File: src/cxe_pkg.sv
// Shared constants and types for the extended instruction execution core.
// Assumes a single clock domain and a decoded instruction stream from the fetch unit.
package cxe_pkg;

  typedef enum logic [3:0] {
    OP_NOP              = 4'h0,
    OP_ENTER_SLEEP      = 4'h1,
    OP_MULTIPLY         = 4'h2,
    OP_INPUT_IMM_PORT   = 4'h3,
    OP_OUTPUT_IMM_PORT  = 4'h4,
    OP_BLOCK_OUT_INC    = 4'h5,
    OP_BLOCK_OUT_INC_RP = 4'h6,
    OP_BLOCK_OUT_DEC    = 4'h7,
    OP_BLOCK_OUT_DEC_RP = 4'h8,
    OP_PORT_TEST        = 4'h9,
    OP_AND_TEST_REG     = 4'ha,
    OP_AND_TEST_IMM     = 4'hb,
    OP_AND_TEST_MEM     = 4'hc,
    OP_EXCHANGE_PAIRS   = 4'hd,
    OP_EXCHANGE_ACC     = 4'he
  } cxe_op_t;

  typedef enum logic [2:0] {
    S_IDLE   = 3'h0,
    S_MEM_RD = 3'h1,
    S_IO_WR  = 3'h2,
    S_IO_RD  = 3'h3,
    S_MULT   = 3'h4,
    S_SLEEP  = 3'h5
  } cxe_state_t;

  // Byte register codes; code 6 stores the flag register
  localparam logic [2:0] REG_B = 3'h0;
  localparam logic [2:0] REG_C = 3'h1;
  localparam logic [2:0] REG_D = 3'h2;
  localparam logic [2:0] REG_E = 3'h3;
  localparam logic [2:0] REG_H = 3'h4;
  localparam logic [2:0] REG_L = 3'h5;
  localparam logic [2:0] REG_F = 3'h6;
  localparam logic [2:0] REG_A = 3'h7;

  localparam logic [1:0] PAIR_BC = 2'h0;
  localparam logic [1:0] PAIR_DE = 2'h1;
  localparam logic [1:0] PAIR_HL = 2'h2;
  localparam logic [1:0] PAIR_SP = 2'h3;

  localparam int FLAG_S  = 7;
  localparam int FLAG_Z  = 6;
  localparam int FLAG_H  = 4;
  localparam int FLAG_PV = 2;
  localparam int FLAG_N  = 1;
  localparam int FLAG_C  = 0;

  localparam logic [7:0]  RST_BYTE     = 8'h00;
  localparam logic [15:0] RST_WORD     = 16'h0000;
  localparam logic [7:0]  IO_ADDR_HIGH = 8'h00;

  localparam logic [6:0]  FETCH_PLAIN    = 7'h01;
  localparam logic [6:0]  FETCH_PREFIXED = 7'h02;
  localparam logic [15:0] LEN_ONE        = 16'h0001;
  localparam logic [15:0] LEN_TWO        = 16'h0002;
  localparam logic [15:0] LEN_THREE      = 16'h0003;

endpackage

File: src/cxe_mult.sv
// Unsigned multiplier with a registered product, one cycle of latency.
// Assumes operands are stable in the cycle that i_start is high.
module cxe_mult #(
  parameter int WIDTH = 8
) (
  input  wire logic               i_ref_clk,
  input  wire logic               i_srst,
  input  wire logic               i_start,
  input  wire logic [WIDTH-1:0]   i_a,
  input  wire logic [WIDTH-1:0]   i_b,
  output logic                    o_done,
  output logic [2*WIDTH-1:0]      o_product
);

  if (WIDTH != 8) begin : g_bad_width
    $error("cxe_mult: the core serves only byte operands");
  end

  logic               done_r;
  logic               done_nxt;
  logic [2*WIDTH-1:0] prod_r;
  logic [2*WIDTH-1:0] prod_nxt;

  always_comb begin
    done_nxt = i_start;
    prod_nxt = prod_r;
    if (i_start) begin
      prod_nxt = {{WIDTH{1'b0}}, i_a} * {{WIDTH{1'b0}}, i_b};
    end
  end

  always_ff @(posedge i_ref_clk) begin
    if (i_srst) begin
      done_r <= 1'b0;
      prod_r <= '0;
    end else begin
      done_r <= done_nxt;
      prod_r <= prod_nxt;
    end
  end

  assign o_done    = done_r;
  assign o_product = prod_r;

endmodule

File: src/cxe_and_flags.sv
// Flag image of a logical AND of two bytes.
// Purely combinational; the caller decides when the flags are stored.
module cxe_and_flags (
  input  wire logic [7:0] i_a,
  input  wire logic [7:0] i_b,
  output logic      [7:0] o_flags
);

  logic [7:0] result;

  always_comb begin
    result                    = i_a & i_b;
    o_flags                   = 8'h00;
    o_flags[cxe_pkg::FLAG_S]  = result[7];
    o_flags[cxe_pkg::FLAG_Z]  = (result == 8'h00);
    o_flags[cxe_pkg::FLAG_H]  = 1'b1;
    o_flags[cxe_pkg::FLAG_PV] = ~^result;
    o_flags[cxe_pkg::FLAG_N]  = 1'b0;
    o_flags[cxe_pkg::FLAG_C]  = 1'b0;
  end

endmodule

File: src/cxe_exec.sv
// Execution core for the extended instructions and the programmer register set.
// Assumes decoded instructions with a valid/ready handshake and a bus that acks each request.
// Contract
// - sleep op enters sleep and halts execution until woken.
// - multiply op forms unsigned product of pair halves into same pair.
// - block-out step reads memory at pointer pair, writes port at low count.
// - block-out steps pointer and port up or down; byte counter decrements.
// - repeating block-out loops until counter is zero; others do one step.
// - port accesses drive the upper address byte as zero.
// - port test ANDs port with immediate, sets flags, never writes port.
// - register test ANDs register with accumulator; both unchanged.
// - immediate test ANDs immediate with accumulator; accumulator unchanged.
// - memory test ANDs memory byte with accumulator; nothing else changes.
// - immediate input reads port at immediate address into named register.
// - immediate output writes named register to port at immediate address.
// - main set holds accumulator, flags and three splittable pairs.
// - hidden alternate set is swapped with the main set by exchanges.
// - special registers: vector base, refresh, two index, stack, program counter.
// - refresh low seven bits count opcode fetches; cleared at reset.
// - reset clears program counter and stack pointer.
// - zero flag follows a zero result, including test results.
module cxe_exec (
  input  wire logic             i_ref_clk,
  input  wire logic             i_srst,
  input  wire logic             i_op_valid,
  input  wire cxe_pkg::cxe_op_t i_op_code,
  input  wire logic [2:0]       i_op_reg,
  input  wire logic [1:0]       i_op_pair,
  input  wire logic [7:0]       i_op_imm,
  output logic                  o_op_ready,
  input  wire logic             i_wake_req,
  output logic                  o_sleep,
  output logic                  o_bus_req,
  output logic                  o_bus_wr,
  output logic                  o_bus_io,
  output logic      [15:0]      o_bus_addr,
  output logic      [7:0]       o_bus_wdata,
  input  wire logic             i_bus_ack,
  input  wire logic [7:0]       i_bus_rdata,
  output logic      [7:0]       o_acc,
  output logic      [7:0]       o_flags,
  output logic      [15:0]      o_bc,
  output logic      [15:0]      o_de,
  output logic      [15:0]      o_hl,
  output logic      [15:0]      o_ix,
  output logic      [15:0]      o_iy,
  output logic      [15:0]      o_sp,
  output logic      [15:0]      o_pc,
  output logic      [7:0]       o_vector_base,
  output logic      [7:0]       o_refresh
);

  cxe_pkg::cxe_state_t state_r;
  cxe_pkg::cxe_state_t state_nxt;
  cxe_pkg::cxe_op_t    op_r;
  cxe_pkg::cxe_op_t    op_nxt;
  logic [2:0]          sel_r;
  logic [2:0]          sel_nxt;
  logic [1:0]          pair_r;
  logic [1:0]          pair_nxt;
  logic [7:0]          imm_r;
  logic [7:0]          imm_nxt;
  logic [7:0][7:0]     main_r;
  logic [7:0][7:0]     main_nxt;
  logic [7:0][7:0]     alt_r;
  logic [7:0][7:0]     alt_nxt;
  logic [15:0]         sp_r;
  logic [15:0]         sp_nxt;
  logic [15:0]         pc_r;
  logic [15:0]         pc_nxt;
  logic [15:0]         ix_r;
  logic [15:0]         iy_r;
  logic [7:0]          vec_r;
  logic [7:0]          refr_r;
  logic [7:0]          refr_nxt;
  logic                req_r;
  logic                req_nxt;
  logic                wr_r;
  logic                wr_nxt;
  logic                io_r;
  logic                io_nxt;
  logic [15:0]         addr_r;
  logic [15:0]         addr_nxt;
  logic [7:0]          wdata_r;
  logic [7:0]          wdata_nxt;
  logic                ready_r;
  logic                ready_nxt;
  logic                sleep_r;
  logic                sleep_nxt;

  logic                accept;
  logic [15:0]         bc_w;
  logic [15:0]         hl_w;
  logic                blk_op;
  logic                blk_dec;
  logic                blk_rep;
  logic [15:0]         hl_step;
  logic [7:0]          c_step;
  logic [7:0]          b_dec;
  logic [7:0]          and_opnd;
  logic [7:0]          and_flags;
  logic                mult_start;
  logic [7:0]          mult_a;
  logic [7:0]          mult_b;
  logic                mult_done;
  logic [15:0]         mult_prod;

  function automatic logic [7:0] refresh_bump(input logic [7:0] r, input logic [6:0] n);
    return {r[7], r[6:0] + n};
  endfunction

  function automatic logic [6:0] fetch_count(input cxe_pkg::cxe_op_t op);
    if (op == cxe_pkg::OP_NOP || op == cxe_pkg::OP_EXCHANGE_PAIRS ||
        op == cxe_pkg::OP_EXCHANGE_ACC) begin
      return cxe_pkg::FETCH_PLAIN;
    end
    return cxe_pkg::FETCH_PREFIXED;
  endfunction

  function automatic logic [15:0] op_length(input cxe_pkg::cxe_op_t op);
    if (op == cxe_pkg::OP_NOP || op == cxe_pkg::OP_EXCHANGE_PAIRS ||
        op == cxe_pkg::OP_EXCHANGE_ACC) begin
      return cxe_pkg::LEN_ONE;
    end
    if (op == cxe_pkg::OP_INPUT_IMM_PORT || op == cxe_pkg::OP_OUTPUT_IMM_PORT ||
        op == cxe_pkg::OP_PORT_TEST || op == cxe_pkg::OP_AND_TEST_IMM) begin
      return cxe_pkg::LEN_THREE;
    end
    return cxe_pkg::LEN_TWO;
  endfunction

  assign accept  = i_op_valid && ready_r;
  assign bc_w    = {main_r[cxe_pkg::REG_B], main_r[cxe_pkg::REG_C]};
  assign hl_w    = {main_r[cxe_pkg::REG_H], main_r[cxe_pkg::REG_L]};
  assign blk_op  = op_r inside {cxe_pkg::OP_BLOCK_OUT_INC, cxe_pkg::OP_BLOCK_OUT_INC_RP,
                                cxe_pkg::OP_BLOCK_OUT_DEC, cxe_pkg::OP_BLOCK_OUT_DEC_RP};
  assign blk_dec = op_r inside {cxe_pkg::OP_BLOCK_OUT_DEC, cxe_pkg::OP_BLOCK_OUT_DEC_RP};
  assign blk_rep = op_r inside {cxe_pkg::OP_BLOCK_OUT_INC_RP, cxe_pkg::OP_BLOCK_OUT_DEC_RP};
  assign hl_step = blk_dec ? hl_w - 16'h0001 : hl_w + 16'h0001;
  assign c_step  = blk_dec ? main_r[cxe_pkg::REG_C] - 8'h01 : main_r[cxe_pkg::REG_C] + 8'h01;
  assign b_dec   = main_r[cxe_pkg::REG_B] - 8'h01;

  // Second AND operand depends on where the byte comes from
  always_comb begin
    unique case (state_r)
      cxe_pkg::S_MEM_RD: and_opnd = i_bus_rdata;
      cxe_pkg::S_IO_RD:  and_opnd = i_bus_rdata & imm_r;
      default:           and_opnd = (i_op_code == cxe_pkg::OP_AND_TEST_REG) ?
                                    main_r[i_op_reg] : i_op_imm;
    endcase
  end

  cxe_and_flags u_and_flags (
    .i_a     (state_r == cxe_pkg::S_IO_RD ? 8'hff : main_r[cxe_pkg::REG_A]),
    .i_b     (and_opnd),
    .o_flags (and_flags)
  );

  // Pair halves as multiplier operands
  always_comb begin
    unique case (i_op_pair)
      cxe_pkg::PAIR_BC: {mult_a, mult_b} = bc_w;
      cxe_pkg::PAIR_DE: {mult_a, mult_b} = {main_r[cxe_pkg::REG_D], main_r[cxe_pkg::REG_E]};
      cxe_pkg::PAIR_HL: {mult_a, mult_b} = hl_w;
      cxe_pkg::PAIR_SP: {mult_a, mult_b} = sp_r;
    endcase
  end

  cxe_mult #(
    .WIDTH (8)
  ) u_mult (
    .i_ref_clk (i_ref_clk),
    .i_srst    (i_srst),
    .i_start   (mult_start),
    .i_a       (mult_a),
    .i_b       (mult_b),
    .o_done    (mult_done),
    .o_product (mult_prod)
  );

  always_comb begin
    state_nxt = state_r;
    op_nxt    = op_r;
    sel_nxt   = sel_r;
    pair_nxt  = pair_r;
    imm_nxt   = imm_r;
    main_nxt  = main_r;
    alt_nxt   = alt_r;
    sp_nxt    = sp_r;
    pc_nxt    = pc_r;
    refr_nxt  = refr_r;
    req_nxt   = req_r;
    wr_nxt    = wr_r;
    io_nxt    = io_r;
    addr_nxt  = addr_r;
    wdata_nxt = wdata_r;
    sleep_nxt = sleep_r;
    mult_start = 1'b0;
    unique case (state_r)
      cxe_pkg::S_IDLE: begin
        if (accept) begin
          op_nxt   = i_op_code;
          sel_nxt  = i_op_reg;
          pair_nxt = i_op_pair;
          imm_nxt  = i_op_imm;
          pc_nxt   = pc_r + op_length(i_op_code);
          refr_nxt = refresh_bump(refr_r, fetch_count(i_op_code));
          case (i_op_code)
            cxe_pkg::OP_ENTER_SLEEP: begin
              sleep_nxt = 1'b1;
              state_nxt = cxe_pkg::S_SLEEP;
            end
            cxe_pkg::OP_MULTIPLY: begin
              mult_start = 1'b1;
              state_nxt  = cxe_pkg::S_MULT;
            end
            cxe_pkg::OP_INPUT_IMM_PORT, cxe_pkg::OP_OUTPUT_IMM_PORT: begin
              req_nxt   = 1'b1;
              io_nxt    = 1'b1;
              wr_nxt    = (i_op_code == cxe_pkg::OP_OUTPUT_IMM_PORT);
              addr_nxt  = {cxe_pkg::IO_ADDR_HIGH, i_op_imm};
              wdata_nxt = main_r[i_op_reg];
              state_nxt = wr_nxt ? cxe_pkg::S_IO_WR : cxe_pkg::S_IO_RD;
            end
            cxe_pkg::OP_PORT_TEST: begin
              req_nxt   = 1'b1;
              io_nxt    = 1'b1;
              wr_nxt    = 1'b0;
              addr_nxt  = {cxe_pkg::IO_ADDR_HIGH, main_r[cxe_pkg::REG_C]};
              state_nxt = cxe_pkg::S_IO_RD;
            end
            cxe_pkg::OP_BLOCK_OUT_INC, cxe_pkg::OP_BLOCK_OUT_INC_RP,
            cxe_pkg::OP_BLOCK_OUT_DEC, cxe_pkg::OP_BLOCK_OUT_DEC_RP,
            cxe_pkg::OP_AND_TEST_MEM: begin
              req_nxt   = 1'b1;
              io_nxt    = 1'b0;
              wr_nxt    = 1'b0;
              addr_nxt  = hl_w;
              state_nxt = cxe_pkg::S_MEM_RD;
            end
            cxe_pkg::OP_AND_TEST_REG, cxe_pkg::OP_AND_TEST_IMM: begin
              main_nxt[cxe_pkg::REG_F] = and_flags;
            end
            cxe_pkg::OP_EXCHANGE_PAIRS, cxe_pkg::OP_EXCHANGE_ACC: begin
              for (int i = 0; i < 8; i++) begin
                if ((i >= 6) == (i_op_code == cxe_pkg::OP_EXCHANGE_ACC)) begin
                  main_nxt[i] = alt_r[i];
                  alt_nxt[i]  = main_r[i];
                end
              end
            end
            default: begin
            end
          endcase
        end
      end
      cxe_pkg::S_MEM_RD: begin
        if (i_bus_ack) begin
          if (blk_op) begin
            wr_nxt    = 1'b1;
            io_nxt    = 1'b1;
            addr_nxt  = {cxe_pkg::IO_ADDR_HIGH, main_r[cxe_pkg::REG_C]};
            wdata_nxt = i_bus_rdata;
            state_nxt = cxe_pkg::S_IO_WR;
          end else begin
            main_nxt[cxe_pkg::REG_F] = and_flags;
            req_nxt   = 1'b0;
            state_nxt = cxe_pkg::S_IDLE;
          end
        end
      end
      cxe_pkg::S_IO_WR: begin
        if (i_bus_ack) begin
          req_nxt   = 1'b0;
          wr_nxt    = 1'b0;
          state_nxt = cxe_pkg::S_IDLE;
          if (blk_op) begin
            {main_nxt[cxe_pkg::REG_H], main_nxt[cxe_pkg::REG_L]} = hl_step;
            main_nxt[cxe_pkg::REG_C] = c_step;
            main_nxt[cxe_pkg::REG_B] = b_dec;
            main_nxt[cxe_pkg::REG_F][cxe_pkg::FLAG_Z] = (b_dec == 8'h00);
            if (blk_rep && b_dec != 8'h00) begin
              req_nxt   = 1'b1;
              io_nxt    = 1'b0;
              addr_nxt  = hl_step;
              refr_nxt  = refresh_bump(refr_r, cxe_pkg::FETCH_PREFIXED);
              state_nxt = cxe_pkg::S_MEM_RD;
            end
          end
        end
      end
      cxe_pkg::S_IO_RD: begin
        if (i_bus_ack) begin
          if (op_r == cxe_pkg::OP_PORT_TEST) begin
            main_nxt[cxe_pkg::REG_F] = and_flags;
          end else begin
            main_nxt[sel_r] = i_bus_rdata;
          end
          req_nxt   = 1'b0;
          state_nxt = cxe_pkg::S_IDLE;
        end
      end
      cxe_pkg::S_MULT: begin
        if (mult_done) begin
          unique case (pair_r)
            cxe_pkg::PAIR_BC: {main_nxt[cxe_pkg::REG_B], main_nxt[cxe_pkg::REG_C]} = mult_prod;
            cxe_pkg::PAIR_DE: {main_nxt[cxe_pkg::REG_D], main_nxt[cxe_pkg::REG_E]} = mult_prod;
            cxe_pkg::PAIR_HL: {main_nxt[cxe_pkg::REG_H], main_nxt[cxe_pkg::REG_L]} = mult_prod;
            cxe_pkg::PAIR_SP: sp_nxt = mult_prod;
          endcase
          state_nxt = cxe_pkg::S_IDLE;
        end
      end
      cxe_pkg::S_SLEEP: begin
        if (i_wake_req) begin
          sleep_nxt = 1'b0;
          state_nxt = cxe_pkg::S_IDLE;
        end
      end
      default: begin
        state_nxt = cxe_pkg::S_IDLE;
      end
    endcase
    ready_nxt = (state_nxt == cxe_pkg::S_IDLE) && !accept;
  end

  always_ff @(posedge i_ref_clk) begin
    if (i_srst) begin
      state_r <= cxe_pkg::S_IDLE;
      op_r    <= cxe_pkg::OP_NOP;
      sel_r   <= cxe_pkg::REG_B;
      pair_r  <= cxe_pkg::PAIR_BC;
      imm_r   <= cxe_pkg::RST_BYTE;
      main_r  <= '0;
      alt_r   <= '0;
      sp_r    <= cxe_pkg::RST_WORD;
      pc_r    <= cxe_pkg::RST_WORD;
      ix_r    <= cxe_pkg::RST_WORD;
      iy_r    <= cxe_pkg::RST_WORD;
      vec_r   <= cxe_pkg::RST_BYTE;
      refr_r  <= cxe_pkg::RST_BYTE;
      req_r   <= 1'b0;
      wr_r    <= 1'b0;
      io_r    <= 1'b0;
      addr_r  <= cxe_pkg::RST_WORD;
      wdata_r <= cxe_pkg::RST_BYTE;
      ready_r <= 1'b0;
      sleep_r <= 1'b0;
    end else begin
      state_r <= state_nxt;
      op_r    <= op_nxt;
      sel_r   <= sel_nxt;
      pair_r  <= pair_nxt;
      imm_r   <= imm_nxt;
      main_r  <= main_nxt;
      alt_r   <= alt_nxt;
      sp_r    <= sp_nxt;
      pc_r    <= pc_nxt;
      refr_r  <= refr_nxt;
      req_r   <= req_nxt;
      wr_r    <= wr_nxt;
      io_r    <= io_nxt;
      addr_r  <= addr_nxt;
      wdata_r <= wdata_nxt;
      ready_r <= ready_nxt;
      sleep_r <= sleep_nxt;
    end
  end

  assign o_op_ready    = ready_r;
  assign o_sleep       = sleep_r;
  assign o_bus_req     = req_r;
  assign o_bus_wr      = wr_r;
  assign o_bus_io      = io_r;
  assign o_bus_addr    = addr_r;
  assign o_bus_wdata   = wdata_r;
  assign o_acc         = main_r[cxe_pkg::REG_A];
  assign o_flags       = main_r[cxe_pkg::REG_F];
  assign o_bc          = bc_w;
  assign o_de          = {main_r[cxe_pkg::REG_D], main_r[cxe_pkg::REG_E]};
  assign o_hl          = hl_w;
  assign o_ix          = ix_r;
  assign o_iy          = iy_r;
  assign o_sp          = sp_r;
  assign o_pc          = pc_r;
  assign o_vector_base = vec_r;
  assign o_refresh     = refr_r;

  // Checks
  logic [15:0] mul_ref_bc;
  logic [7:0]  sel_byte;
  logic [7:0]  reg_and;
  logic [6:0]  fetch_inc;
  assign mul_ref_bc = 16'(main_r[cxe_pkg::REG_B]) * 16'(main_r[cxe_pkg::REG_C]);
  assign sel_byte   = main_r[i_op_reg];
  assign reg_and    = sel_byte & main_r[cxe_pkg::REG_A];
  assign fetch_inc  = fetch_count(i_op_code);
endmodule

File: config.mk
export PLATFORM = sky130hd
export DESIGN_NAME = cxe_exec
export DESIGN_NICKNAME = d
export VERILOG_FILES = /design/src/cxe_pkg.sv /design/src/cxe_mult.sv /design/src/cxe_and_flags.sv /design/src/cxe_exec.sv
export SDC_FILE = /design/constraint.sdc
export NUM_CORES = 1
export LEC_CHECK = 0
export BUFFER_PORTS_ARGS = -buffer_cell sky130_fd_sc_hd__buf_2
export CAP_MARGIN = 40
export CORE_MARGIN = 1.5
export CORE_UTILIZATION = 55
export CTS_BUF_LIST = sky130_fd_sc_hd__clkbuf_4 sky130_fd_sc_hd__clkbuf_8
export DETAILED_ROUTE_END_ITERATION = 10
export MAX_ROUTING_LAYER = met4
export PLACE_DENSITY = 0.79
export RECOVER_POWER = 50
export SLEW_MARGIN = 25
export SYNTH_ARGS = -nofsm -noshare
export SYNTH_HDL_FRONTEND = slang
export SYNTH_SLANG_ARGS = --single-unit
File: constraint.sdc
create_clock -name i_ref_clk -period 6.4 [get_ports i_ref_clk]
set_clock_uncertainty 0.2 [all_clocks]
set_input_delay 1.28 -clock i_ref_clk [delete_from_list [all_inputs] [get_ports i_ref_clk]]
set_output_delay 1.28 -clock i_ref_clk [all_outputs]
set_load 0.01 [all_outputs]
* Yosys cells after proc, flatten, opt, wreduce, memory -nomap -nowiden *
Index checks and enable logic that the tools add are counted.

operators by class
  $add $sub $neg = 8
  multiply operators = 1
  $lt $le $gt $ge = 3
  equality and inequality tests = 55
  multiplexer cells = 121
  bitwise logic cells = 3
  reduce and logical (&&, ||, !) cells = 55

operators with widths
  operator                                                          count
  16-bit 2-to-1 mux                                                 20
  8-bit 2-to-1 mux                                                  22
  48-bit 2-to-1 mux                                                 3
  16-bit one-hot mux with 3 select lines                            3
  64-bit 2-to-1 mux                                                 2
  16-bit one-hot mux with 4 select lines                            2
  64-bit bitwise mux                                                1
  8-bit one-hot mux with 2 select lines                             4
  8-bit one-hot mux with 4 select lines                             2
  7-bit 2-to-1 mux                                                  8
  4-bit == test (second input constant)                             9
  1-bit 2-to-1 mux                                                  33
  4-bit by 3-bit == test with 1-bit output (second input constant)  7
  2-bit != test (second input constant)                             13
  8-bit binary-select mux with 3-bit select                         1
  8-bit demux with 3-bit select                                     1
  8-bit AND reduction                                               3
  10-bit AND reduction                                              2
  3-bit 2-to-1 mux                                                  6
  3-bit one-hot mux with 6 select lines                             1
  6-bit one-hot mux with 3 select lines                             1
  16-bit by 1-bit adder with 16-bit output (second input constant)  1
  16-bit adder                                                      1
  8-bit AND                                                         2
  51 further kinds                                                  98

storage, ports and cells
  flip-flop bits (word level) = 233
  bits of input ports = 30
  output and inout port bits = 173
  logic and storage cells = 280

* Depth between registers and ports, before layout *
  depth after elaboration = 14
  depth in mapped cells = 20
  depth with buffers taken out = 18

* Modules after synthesis *
Synthesis repeated with hierarchy kept, for this count alone.

second synthesis, totals
  cells, all modules = 1969
  area total of the unflattened synthesis = 15964.1 um^2

modules (own cells, without submodules)
  module         times used  cells each  area an instance (um^2)  sequential area each (um^2)
  cxe_exec       1           1646        13111.3                  4324.1
  cxe_mult       1           299         2688.8                   340.3
  cxe_and_flags  1           24          163.9                    0.0

* Worst setup path after synthesis *
Ideal clock, no wire load.

  kind = input-to-reg
  from = input i_op_pair[1]
  to = register u_mult.prod_r[14] (netlist: u_mult.o_product[14])
  library setup time = 0.070 ns
  arrival = 6.507 ns
  data required time = 6.130 ns
  path slack = -0.377 ns
  cell stages on the path = 17
  buffers on the path = 2
  cells stage by stage = clkbuf_1 buf_2 mux4_2 and2_1 fa_1 fa_1 fa_1 inv_1 fa_1 inv_1 ha_1 or3_1 o311a_1 o41ai_1 xnor2_1 nand2_1 a21oi_1

on the way
  cells in the longest elaborated chain, start to end = 3
  elaborated cells on any way between the ends = 7
  classes of those cells = mul (1); eq/ne (3); mux (2); reduce/logical (1)

RTL lines
  what                                            RTL line         text
  start: declaration                              cxe_exec.sv:28   input wire logic [1:0] i_op_pair,
  2-bit == test (tied with other cells)           cxe_exec.sv:161  unique case (i_op_pair)
  8-bit one-hot mux with 4 select lines           cxe_exec.sv:161
  8-bit by 8-bit multiplier with 16-bit output *  cxe_mult.sv:28   prod_nxt = {{WIDTH{1'b0}}, i_a} * {{WIDTH{1'b0}}, i_b};
  end signal: assignment                          cxe_mult.sv:38   prod_r <= prod_nxt;
  end: declaration                                cxe_mult.sv:21   logic [2*WIDTH-1:0] prod_r;

Every way passes the cells marked *; elsewhere a longest branch is shown, timed or not.
A chain may end at the register's enable or synchronous reset.

* Final worst setup path *
Ends and elaborated chain as after synthesis.

==> impl_metrics.ini <==
[grt]
antenna_found_initial = 1
grtUsageTotal = 0.387
grt_pass1_wl_um = 88700
grt_overflow_total = 0
grt_max_degree = 144
grt_pass1_vias = 15200

[timing]
finalMaxSlewViolations = 36
setup_viol_count_final = 0
rsz0062_at_grt = false
slew_headroom = -0.190
worst_pin_slew_ns = 1.79
max_freq_ghz = 0.169
holdWs_ns = 0.253
period_share = 0.926
layout_min_cycle_time_ns = 5.93
hold_viol = 0

[synth]
syn_avg_cell_area_um2 = 8.09
yosys.area.top_type_share = 0.290
yosys-top-cells-count = nand2_1 (285), dfxtp_1 (233), a21oi_1 (212)
synth-async-reset-ratio = 0
synth_area_leader_cell = dfxtp_1
synth_edf_count = 0
netlist_area_um2 = 16100
post-synth-top-count-cell = nand2_1
synth_seq_cells = 233
synthCells = 1989
yosysWarnings = 0
synth_area_leaders = dfxtp_1 (29%), nand2_1 (6.6%), a21oi_1 (6.6%), ha_1 (5.2%), fa_1 (5.0%)
synth_cell_type_count = 90
seq_area_frac_synth = 0.290
synth_flop_cell = dfxtp_1

[clock_tree]
htree_levels = 2
cts_resized = 0
cts_buffers = 42
cts_tree = done
cts_max_path_buffers = 3
cts_root_buf = clkbuf_8
cts.reportedPaths.clkPinSlew_ns = 0.07
clock_latency_ns = 0.60
cts_post_setup_buffers_inserted = 0
cts.sinks = 233
holdBufCountCts = 0

[cells_and_area]
synthToLayoutAreaGrowth_pct = 11.1
final_layout_size_suffix_gt1_frac = 0.114
nets = 2268
fillers = 2579

[die]
dieArea_um2 = 30300
die_y_um = 174
die_w_um = 174
rows = 62
io_pins = 203
start_util = 0.559
coreArea_um2 = 28800

[drt]
drtIter0Drc = 2196
wl_met2_um = 25300
drt-met1-wl_um = 22200
drc = 0
dr_wl_met3_um = 6740
drt-pass1-iter-count = 9
top_layer_used = met4
drt.antenna.violating_nets = 0
vias_per_cell = 6.47
num_vias = 16500
wire_per_inst_um = 22.9
routed_wl_um = 58300

[power]
p_leak_nw = 6.80
peakVddDrop_mv = 0.149
total_power_mw = 3.41
power_density_nw_per_um2 = 191

[status]
failed_checks = capacitance limit, slew limit
status = finished, violations left

[setup_path]
critPathMostFrequentCell = fa_1
setup.worst_path.class = input pin to register
required_ns = 6.69
crit_path_cell_trace = buf_2 > buf_12 > mux4_2 > and2_1 > fa_1 > fa_1 > fa_1 > inv_1 > fa_1 > inv_1 > ha_1 > or3_1 > o311a_1 > o41ai_1 > xnor2_1 > nand2_1 > a21oi_1
cp_max_fo = 13
worstPathArrival_ns = 6.21
cp-end-kind = register
cp_slowest_cell = fa_1
timing.critical_path.slowest_cell_delay_ns = 0.60
cp-start-kind = input pin

[job]
cap_violations = 1

[placement]
dp_hpwl_um = 42200
io_buffers = 161
gp_congestion = 1.00

[hold_path]
min_path_type = register to register
==> worst paths after layout <==
path	startpoint	to	slack (ns)	depth (start not counted)
worst max-delay path	i_op_pair[1]	u_mult.o_product[14]	0.47	17
worst min-delay path	alt_r[15]	alt_r[15]	0.25	2
worst max register to register	o_bc[3]	u_mult.o_product[14]	0.81	16
worst min register to register	alt_r[15]	alt_r[15]	0.25	2
==> power breakdown <==
group          leakage (nW)  total, mW  switching, mW  internal [mW]
clock network         0.453       1.45          0.667          0.783
registers              1.88       1.51         0.0287           1.48
logic                  4.47      0.453          0.310          0.142
total                  6.80       3.41           1.01           2.40
==> final cells by class <==
cell class | instances | area [µm²] | area share
Multi-Input combinational cell | 1537 | 10400 | 0.581
Sequential cell | 233 | 4660 | 0.261
Timing Repair Buffer | 237 | 1200 | 0.0670
Clock buffer | 62 | 778 | 0.0435
Tap cell | 384 | 480 | 0.0269
Inverter | 80 | 300 | 0.0168
Clock inverter | 8 | 66.3 | 0.00371
Antenna cell | 3 | 7.51 | 0.000420
==> state kept, by name, summed over array words and instances (netlist names) <==
signal and cells:
o_bus_io 1, o_bus_wr 1, o_op_ready 1, u_mult.o_product 16
pair_r 2, imm_r 8, alt_r 64, o_acc 8
state_r 3, o_bus_req 1, o_bus_wdata 8, o_flags 8
o_hl 16, o_de 16, op_r 4, sel_r 3
o_sleep 1, o_sp 16, o_refresh 7, o_pc 16
o_bc 16, u_mult.o_done 1, o_bus_addr 16
==> metal layers <==
layer	vias to the layer above	global-route usage
li1	7305	-
met1	7747	0.484
met2	1109	0.582
met4	0	0.226
met3	295	0.0794
met5	-	-
==> worst max-delay path, delay by kind of cell <==
family	cells	cell delay [ns]
buffers and inverters	4	0.34
AO/OA/AOI/OAI	3	0.88
XOR/XNOR	1	0.17
AND/OR/NAND/NOR	3	0.65
multiplexers	1	0.57
adder cells (fa/ha/maj)	5	2.31
==> through the flow <==
step	cell area [µm²]	utilization	std cells	TNS, ns	setup slack (ns)
after floorplan	16300	-	2029	0	0.0186
after global placement	17200	0.598	2463	-0.0547	-0.0417
after detailed placement	17200	0.599	2467	-0.146	-0.0866
after CTS	18100	0.628	2537	0	0.509
after global routing	17900	0.621	2542	0	0.142
final	17900	0.621	2544	0	0.472
==> cell families (layout without fill, tap and decap cells) <==
logic type / count (synthesis) / after routing / synth area share
flops: 233 / 233 / 0.290
other cells: 1 / 44 / 0.000233
simple gates: 701 / 701 / 0.202
buf+inv: 259 / 387 / 0.0742
compound gates: 550 / 550 / 0.224
fa+ha+maj: 107 / 107 / 0.102
mux: 100 / 100 / 0.0874
xor+xnor: 38 / 38 / 0.0207
==> cells in the final DEF, fill, tap and decap left out, types with 41 or more instances in the layout <==
| master | n |
|---|---|
| a21oi_1 | 212 |
| and2_1 | 65 |
| buf_2 | 55 |
| clkbuf_1 | 133 |
| clkbuf_8 | 50 |
| conb_1 | 41 |
| dfxtp_1 | 233 |
| ha_1 | 67 |
| inv_1 | 80 |
| mux2i_1 | 63 |
| nand2_1 | 285 |
| nor2_1 | 189 |
| o21ai_0 | 76 |
(Power assumes the default switching activity.)
